[config.mk]
export PLATFORM = sky130hd
export DESIGN_NAME = prox_result_threshold_irq
export DESIGN_NICKNAME = d
export VERILOG_FILES = /design/src/logic/prox_irq_pkg.sv /design/src/logic/sticky_flags.sv /design/src/logic/persist_filter.sv /design/src/logic/prox_result_threshold_irq.sv
export SDC_FILE = /design/constraint.sdc
export NUM_CORES = 1
export LEC_CHECK = 0
export ABC_CLOCK_PERIOD_IN_PS = 4400
export BUFFER_PORTS_ARGS = -buffer_cell sky130_fd_sc_hd__buf_2
export CORE_MARGIN = 2
export CORE_UTILIZATION = 40
export DETAILED_ROUTE_END_ITERATION = 16
export GPL_TIMING_DRIVEN = 0
export PLACE_DENSITY = 0.6
export SYNTH_ARGS = -nofsm -noshare
export SYNTH_HDL_FRONTEND = slang
export SYNTH_HIERARCHICAL = 1
export SYNTH_SLANG_ARGS = --single-unit
[constraint.sdc]
create_clock -name clk_sys_i -period 4.4 [get_ports clk_sys_i]
set_input_delay 0.88 -clock clk_sys_i [delete_from_list [all_inputs] [get_ports clk_sys_i]]
set_output_delay 0.88 -clock clk_sys_i [all_outputs]
set_load 0.1 [all_outputs]
[src/logic/prox_irq_pkg.sv]
// Package with register map, field layout and reset values of the result/threshold interrupt block
`default_nettype none
package prox_irq_pkg;

  // Register addresses
  localparam logic [7:0] ADDR_PROX_UPPER  = 8'h87;
  localparam logic [7:0] ADDR_PROX_LOWER  = 8'h88;
  localparam logic [7:0] ADDR_INT_CTRL    = 8'h89;
  localparam logic [7:0] ADDR_LOW_UPPER   = 8'h8A;
  localparam logic [7:0] ADDR_LOW_LOWER   = 8'h8B;
  localparam logic [7:0] ADDR_HIGH_UPPER  = 8'h8C;
  localparam logic [7:0] ADDR_HIGH_LOWER  = 8'h8D;
  localparam logic [7:0] ADDR_INT_STATUS  = 8'h8E;

  // Interrupt control fields
  localparam int         CTRL_THR_SEL_BIT  = 0;
  localparam int         CTRL_THR_EN_BIT   = 1;
  localparam int         CTRL_ALS_RDY_BIT  = 2;
  localparam int         CTRL_PROX_RDY_BIT = 3;
  localparam int         CTRL_PERSIST_LSB  = 5;
  localparam int         CTRL_PERSIST_W    = 3;
  localparam logic [7:0] CTRL_WRITE_MASK   = 8'hEF;

  // Interrupt status fields
  localparam int         STAT_HIGH_BIT     = 0;
  localparam int         STAT_LOW_BIT      = 1;
  localparam int         STAT_ALS_BIT      = 2;
  localparam int         STAT_PROX_BIT     = 3;
  localparam int         STAT_W            = 4;

  // Reset values
  localparam logic [7:0]  CTRL_RESET       = 8'h00;
  localparam logic [15:0] LOW_THR_RESET    = 16'h0000;
  localparam logic [15:0] HIGH_THR_RESET   = 16'hFFFF;
  localparam logic [15:0] RESULT_RESET     = 16'h0000;
  localparam logic [7:0]  RDATA_RESET      = 8'h00;
  localparam logic [7:0]  UNMAPPED_DATA    = 8'h00;
  localparam logic [7:0]  COUNT_ONE        = 8'h01;

  // Consecutive samples needed for a persistence code: 1, 2, 4 ... 128
  function automatic logic [7:0] persist_need(input logic [CTRL_PERSIST_W-1:0] sel);
    persist_need = COUNT_ONE << sel;
  endfunction : persist_need

endpackage : prox_irq_pkg
`default_nettype wire

[src/logic/sticky_flags.sv]
// Sticky status flags with write-one-to-clear, set wins over clear
`timescale 1ns/100ps
`default_nettype none
module sticky_flags #(
  parameter int W = 4
) (
  input  wire logic         clk_sys_i,
  input  wire logic         rst_n_i,
  input  wire logic [W-1:0] set_i,
  input  wire logic [W-1:0] clr_i,
  output var  logic [W-1:0] flags_o,
  output var  logic [W-1:0] flags_next_o
);
  logic [W-1:0] flags_reg;
  logic [W-1:0] flags_next;

  // Clear by written ones, a same-cycle set still lands
  always_comb
  begin
    flags_next = (flags_reg & ~clr_i) | set_i;
  end

  // Flag storage
  always_ff @(posedge clk_sys_i)
  begin
    if (!rst_n_i)
      flags_reg <= '0;
    else
      flags_reg <= flags_next;
  end

  assign flags_o      = flags_reg;
  assign flags_next_o = flags_next;
endmodule : sticky_flags
`default_nettype wire

[src/logic/persist_filter.sv]
// Threshold comparison with consecutive-sample persistence filter
`timescale 1ns/100ps
`default_nettype none
module persist_filter
  import prox_irq_pkg::*;
#(
  parameter int DW = 16
) (
  input  wire logic                      clk_sys_i,
  input  wire logic                      rst_n_i,
  input  wire logic                      valid_i,
  input  wire logic [DW-1:0]             sample_i,
  input  wire logic [DW-1:0]             low_thr_i,
  input  wire logic [DW-1:0]             high_thr_i,
  input  wire logic [CTRL_PERSIST_W-1:0] persist_sel_i,
  input  wire logic                      enable_i,
  output var  logic                      low_evt_o,
  output var  logic                      high_evt_o
);
  logic [7:0] run_reg;
  logic [7:0] run_next;
  logic       above;
  logic       below;
  logic       fire;

  // Unsigned window test and run counting
  always_comb
  begin
    above    = sample_i > high_thr_i;
    below    = sample_i < low_thr_i;
    fire     = valid_i && enable_i && (above || below) && (run_reg + COUNT_ONE >= persist_need(persist_sel_i));
    run_next = run_reg;
    if (!enable_i)
      run_next = '0;
    else if (valid_i)
    begin
      if (!(above || below) || fire)
        run_next = '0;
      else
        run_next = run_reg + COUNT_ONE;
    end
    low_evt_o  = fire && below;
    high_evt_o = fire && above;
  end

  // Run counter
  always_ff @(posedge clk_sys_i)
  begin
    if (!rst_n_i)
      run_reg <= '0;
    else
      run_reg <= run_next;
  end
endmodule : persist_filter
`default_nettype wire

[src/logic/prox_result_threshold_irq.sv]
// Proximity result, threshold and interrupt register block with active-low interrupt pin
`timescale 1ns/100ps
`default_nettype none
module prox_result_threshold_irq (
  input  wire logic        clk_sys_i,
  input  wire logic        rst_n_i,
  // Measurement results from the converters
  input  wire logic [15:0] prox_result_i,
  input  wire logic        prox_valid_i,
  input  wire logic [15:0] als_result_i,
  input  wire logic        als_valid_i,
  // Byte register port behind the serial slave
  input  wire logic [7:0]  reg_addr_i,
  input  wire logic        reg_wr_i,
  input  wire logic [7:0]  reg_wdata_i,
  input  wire logic        reg_rd_i,
  output var  logic [7:0]  reg_rdata_o,
  // Interrupt pad, low while any flag is set
  output var  logic        int_n_o
);
  import prox_irq_pkg::*;

  // Stored result, configuration and thresholds
  logic [15:0]        prox_reg;
  logic [15:0]        prox_next;
  logic [7:0]         ctrl_reg;
  logic [7:0]         ctrl_next;
  logic [15:0]        low_thr_reg;
  logic [15:0]        low_thr_next;
  logic [15:0]        high_thr_reg;
  logic [15:0]        high_thr_next;

  // Read port and interrupt pad
  logic [7:0]         rdata_reg;
  logic [7:0]         rdata_next;
  logic               int_n_reg;
  logic               int_n_next;

  // Status flag sources, clears and state
  logic [STAT_W-1:0]  stat_set;
  logic [STAT_W-1:0]  stat_clr;
  logic [STAT_W-1:0]  status;
  logic [STAT_W-1:0]  status_next;

  // Comparator input from the selected channel
  logic               cmp_valid;
  logic [15:0]        cmp_sample;
  logic               low_evt;
  logic               high_evt;

  // Result capture and host writes to control and thresholds
  always_comb
  begin
    prox_next     = prox_reg;
    ctrl_next     = ctrl_reg;
    low_thr_next  = low_thr_reg;
    high_thr_next = high_thr_reg;
    // Both bytes take a new result together; a host reading them one at a time
    // may pair an upper byte with the lower byte of a later result
    if (prox_valid_i)
      prox_next = prox_result_i;
    if (reg_wr_i)
    begin
      unique case (reg_addr_i)
        ADDR_INT_CTRL:   ctrl_next           = reg_wdata_i & CTRL_WRITE_MASK;
        ADDR_LOW_UPPER:  low_thr_next[15:8]  = reg_wdata_i;
        ADDR_LOW_LOWER:  low_thr_next[7:0]   = reg_wdata_i;
        ADDR_HIGH_UPPER: high_thr_next[15:8] = reg_wdata_i;
        ADDR_HIGH_LOWER: high_thr_next[7:0]  = reg_wdata_i;
        default:         ; // Result bytes and unmapped addresses ignore writes
      endcase
    end
  end

  // Configuration and result storage
  always_ff @(posedge clk_sys_i)
  begin
    if (!rst_n_i)
    begin
      prox_reg     <= RESULT_RESET;
      ctrl_reg     <= CTRL_RESET;
      low_thr_reg  <= LOW_THR_RESET;
      high_thr_reg <= HIGH_THR_RESET;
    end
    else
    begin
      prox_reg     <= prox_next;
      ctrl_reg     <= ctrl_next;
      low_thr_reg  <= low_thr_next;
      high_thr_reg <= high_thr_next;
    end
  end

  // Threshold source selection; pulses of the channel that is not selected
  // never reach the filter, so they neither count nor break a run
  always_comb
  begin
    if (ctrl_reg[CTRL_THR_SEL_BIT])
    begin
      cmp_valid  = als_valid_i;
      cmp_sample = als_result_i;
    end
    else
    begin
      cmp_valid  = prox_valid_i;
      cmp_sample = prox_result_i;
    end
  end

  // Window comparator with the consecutive-sample filter
  persist_filter #(
    .DW            (16)
  ) u_persist (
    .clk_sys_i     (clk_sys_i),
    .rst_n_i       (rst_n_i),
    .valid_i       (cmp_valid),
    .sample_i      (cmp_sample),
    .low_thr_i     (low_thr_reg),
    .high_thr_i    (high_thr_reg),
    .persist_sel_i (ctrl_reg[CTRL_PERSIST_LSB +: CTRL_PERSIST_W]),
    .enable_i      (ctrl_reg[CTRL_THR_EN_BIT]),
    .low_evt_o     (low_evt),
    .high_evt_o    (high_evt)
  );

  // Interrupt sources and write-one clears of the status register
  always_comb
  begin
    stat_set                = '0;
    stat_set[STAT_PROX_BIT] = prox_valid_i && ctrl_reg[CTRL_PROX_RDY_BIT];
    stat_set[STAT_ALS_BIT]  = als_valid_i && ctrl_reg[CTRL_ALS_RDY_BIT];
    stat_set[STAT_LOW_BIT]  = low_evt;
    stat_set[STAT_HIGH_BIT] = high_evt;
    stat_clr                = '0;
    if (reg_wr_i && reg_addr_i == ADDR_INT_STATUS)
      stat_clr = reg_wdata_i[STAT_W-1:0];
  end

  // Status flags; a same-cycle set beats a write-one clear
  sticky_flags #(
    .W            (STAT_W)
  ) u_status (
    .clk_sys_i    (clk_sys_i),
    .rst_n_i      (rst_n_i),
    .set_i        (stat_set),
    .clr_i        (stat_clr),
    .flags_o      (status),
    .flags_next_o (status_next)
  );

  // Byte lane of a 16-bit word as the byte register port shows it
  function automatic logic [7:0] byte_of(input logic [15:0] word, input logic upper);
    byte_of = upper ? word[15:8] : word[7:0];
  endfunction : byte_of

  // Read data mux; the last read byte stays on the port until the next read
  always_comb
  begin
    rdata_next = rdata_reg;
    if (reg_rd_i)
    begin
      unique case (reg_addr_i)
        ADDR_PROX_UPPER: rdata_next = byte_of(prox_reg, 1'b1);
        ADDR_PROX_LOWER: rdata_next = byte_of(prox_reg, 1'b0);
        ADDR_INT_CTRL:   rdata_next = ctrl_reg;
        ADDR_LOW_UPPER:  rdata_next = byte_of(low_thr_reg, 1'b1);
        ADDR_LOW_LOWER:  rdata_next = byte_of(low_thr_reg, 1'b0);
        ADDR_HIGH_UPPER: rdata_next = byte_of(high_thr_reg, 1'b1);
        ADDR_HIGH_LOWER: rdata_next = byte_of(high_thr_reg, 1'b0);
        ADDR_INT_STATUS: rdata_next = {{(8-STAT_W){1'b0}}, status};
        default:         rdata_next = UNMAPPED_DATA;                // Unmapped reads return zero
      endcase
    end
  end

  // Read data register
  always_ff @(posedge clk_sys_i)
  begin
    if (!rst_n_i)
      rdata_reg <= RDATA_RESET;
    else
      rdata_reg <= rdata_next;
  end

  // Pad level follows the flags as they will be after this edge, so a clear
  // releases the pad on the same edge that drops the last flag
  always_comb
  begin
    int_n_next = ~(|status_next);
  end

  // Interrupt pad register, released (high) out of reset
  always_ff @(posedge clk_sys_i)
  begin
    if (!rst_n_i)
      int_n_reg <= 1'b1;
    else
      int_n_reg <= int_n_next;
  end

  // Both outputs leave straight from their flip-flops
  assign reg_rdata_o = rdata_reg;
  assign int_n_o     = int_n_reg;
endmodule : prox_result_threshold_irq
`default_nettype wire

==> summary.txt <==
Logic synthesis
  – Yosys warning count: 6
  – Post-synthesis async set-or-reset flop share: 0%
  – Number of enable flip-flop cells after synthesis: 0
  – Synthesized flop and latch total: 76
  – Syn_area_per_cell: 8.913 sq um
  – Area contributors post-synth: dfxtp_1, mux2i_1, ha_1
  – Post-synth top cells: dfxtp_1, mux2i_1, nor2b_1
  – Yosys top cell area share: 30.48%
  – Netlist cell types: 58
  – Most numerous cell in the Yosys netlist: dfxtp_1
  – Seq/Total Area, Yosys: 30.48%
  – Post-Syn Instances: 560
  – Main flop type after synthesis: dfxtp_1
  – Synthesized Nets: 654
  – Cell Area, Synth: 4991 sq um
  – Area leader, netlist: dfxtp_1

Floorplan
  – Initial Util: 41.21%
  – Core Area: 12110 sq um
  – Io pins: 63
  – Die area: 13390 sq um
  – DIE WIDTH: 115.7 microns
  – Die Y: 115.7 microns
  – Standard-cell rows: 40

Global route
  – Wire length of the first global-routing pass: 23050 microns
  – Global-route usage over all layers: 23.05%
  – Total gr overflow: 0
  – Largest net degree at the start of global routing: 14
  – Initial antenna violation count: 0
  – Vias in the first global route: 4268

Min path
  – Hold crit path type: flop to flop

STA
  – Final Cycle Share: 91.66%
  – Max Slew Vio Count: 0
  – Worst slew margin: 44.13%
  – Fmax: 248.0 MHz
  – RSZ-0062 raised after global routing: no
  – Final hold violation count: 0
  – Post-layout min period: 4.033 ns
  – Final Setup Violations: 0
  – Setup ws final: 0.3670 ns
  – Hold Slack: 0.4900 ns
  – Setup TNS: 0 ns
  – Skew final: 0.01051 ns
  – Pin slew with the least headroom to its limit: 0.8380 ns

Drt
  – Via Count: 4376
  – WL/cell: 18.29 microns
  – Post-Route WL: 14700 microns
  – Initial DRC count: 283
  – DRC: 0
  – Drt via density: 5.443
  – Post-detailed-route count of antenna-violating nets: 0
  – Initial DRT Pass Iterations: 5

Placement
  – Placed cells: 788
  – Dpl ws: 0.1735 ns
  – PortBufs: 60
  – Gp weighted congestion: 0.9135
  – Post-DP HPWL: 11460 microns

Final layout
  – Syn-to-layout area delta: 16.52%
  – FILL cells: 1197
  – Layout cells sized above 1: 19.18%
  – Post-Layout Cell Count: 804
  – # nets final: 725
  – Diode count: 0
  – Final core utilization: 48.02%

Pwr
  – Worst VDD drop: 0.1650 mV
  – Pwr dens: 284.5 nW/um^2
  – P_leak: 2.570 nW

Setup path
  – Critical path's slowest cell: clkbuf_1
  – CP Capture Point: int_n_o
  – CP startpoint kind: flop
  – Critical path arrival: 4.28 ns
  – Slowest cell delay on critical path: 0.52 ns
  – Reg-to-reg critical path endpoint: int_n_o
  – Reg2reg setup slack: 0.37 ns
  – Kind of end point of the critical path: flop
  – R2R Path Start: ctrl_reg[0]
  – Data required, critical path: 4.64 ns
  – Setup crit start: ctrl_reg[0]
  – Crit-path max FO: 10
  – Worst reg-to-reg path cell count: 11
  – Worst path cell trace: clkbuf_1, clkbuf_2, mux2_2, ha_1, nand4_1, or3_1, o311ai_2, a2111oi_4, nor2b_1, or2_1, o41ai_1
  – Critical Setup Path Class: flop to flop

Clock tree
  – Clock latency on the worst-skew pair: 0.35 ns
  – H-Tree Depth: 3
  – Total CTS buffers: 9
  – Sink Count: 76
  – CTS max path bufs: 2
  – Clock Tree Root: clkbuf_16
  – Clock transition at path regs: 0.06 ns
  – Post-CTS Resized: 0
  – CTS Hold Bufs: 0
  – Post-CTS setup buffer count: 0
  – CTS tree: done

Run
  – MaxCap Viol Count: 0

Run status
  – Status: completed
-- how the worst min path moves through the flow --
stage	slack (ns)	startpoint	to	cells after the start
after detailed placement	0.47	reg_rdata_o[6]	reg_rdata_o[6]	2
after CTS	0.49	reg_rdata_o[6]	reg_rdata_o[6]	2
after global routing	0.51	low_thr_reg[6]	low_thr_reg[6]	2
after floorplan	0.44	low_thr_reg[2]	low_thr_reg[2]	2
final	0.49	reg_rdata_o[6]	reg_rdata_o[6]	2
after global placement	0.47	u_persist/run_reg[7]	u_persist/run_reg[7]	2
-- per-layer routing --
layer / up-vias / part of all wire, % / global-route usage, %
li1: 2143 / - / -
met1: 2096 / 47 / 30.77
met2: 118 / 46 / 37.54
met3: 19 / 5.0 / 5.126
met4: 0 / 2.0 / 6.667
met5: - / 0 / 0
-- power by group --
part           internal (W)  switching (W)  leakage [nW]
combinational     0.0000713      0.0000976          1.80
clock              0.000471       0.000310         0.152
sequential         0.000697     0.00000685         0.616
-- critical path: cells and delay by family, from the launching register on --
family	cells	cell delay, ns
AO/OA/AOI/OAI	3	0.87
adder cells (fa/ha/maj)	1	0.31
buffers and inverters	2	0.95
flip-flops	1	0.30
multiplexers	1	0.43
AND/OR/NAND/NOR	4	1.06
-- cell families after synthesis --
family	count (synthesis)	synth area share, %
XOR/XNOR	3	0.5265
AO/OA/AOI/OAI	102	14.67
flip-flops	76	30.48
adder cells (fa/ha/maj)	40	10.03
AND/OR/NAND/NOR	201	23.34
multiplexers	78	16.07
buffers and inverters	60	4.889
-- cells in the final DEF, fill, tap and decap left out, types with 3 or more instances in the layout --
cell       count
nand3_1       16
nor2_1        12
or3_1          4
buf_2         72
o211ai_1       6
dfxtp_1       76
ha_1          40
nor2b_4        4
nand4_1        7
a22oi_1        6
or2_1          7
mux2i_1       61
and2_1         8
clkbuf_1      12
o21a_1         7
inv_1         33
and3_1         3
a21oi_1       30
a2111oi_0      3
or3b_1         3
o221ai_1       4
clkbuf_16      9
nand3b_1       6
mux2_2        17
nor3b_1        3
a22o_1         3
nand2b_1      12
o21ai_0       22
nor3_1        15
nor2b_1       47
nand2_1       46
-- per-stage QoR --
stage / area (sq um) / power [W]
after floorplan: 4991 / 0.0008148
after global placement: 5502 / 0.0008834
after detailed placement: 5502 / 0.0008867
after CTS: 5814 / 0.001668
after global routing: 5816 / 0.001719
final: 5816 / 0.001654
-- final cells by class --
cell class / instances / area, sq um / area share (%)
Multi-Input combinational cell: 424 / 3226 / 55.46
Sequential cell: 76 / 1521 / 26.16
Timing Repair Buffer: 60 / 300.3 / 5.164
Clock buffer: 11 / 252.7 / 4.346
Tap cell: 168 / 210.2 / 3.614
Inverter: 33 / 123.9 / 2.130
Buffer: 27 / 121.4 / 2.087
Clock inverter: 5 / 60.06 / 1.033
Note: power is estimated with default switching activity, not from simulation.
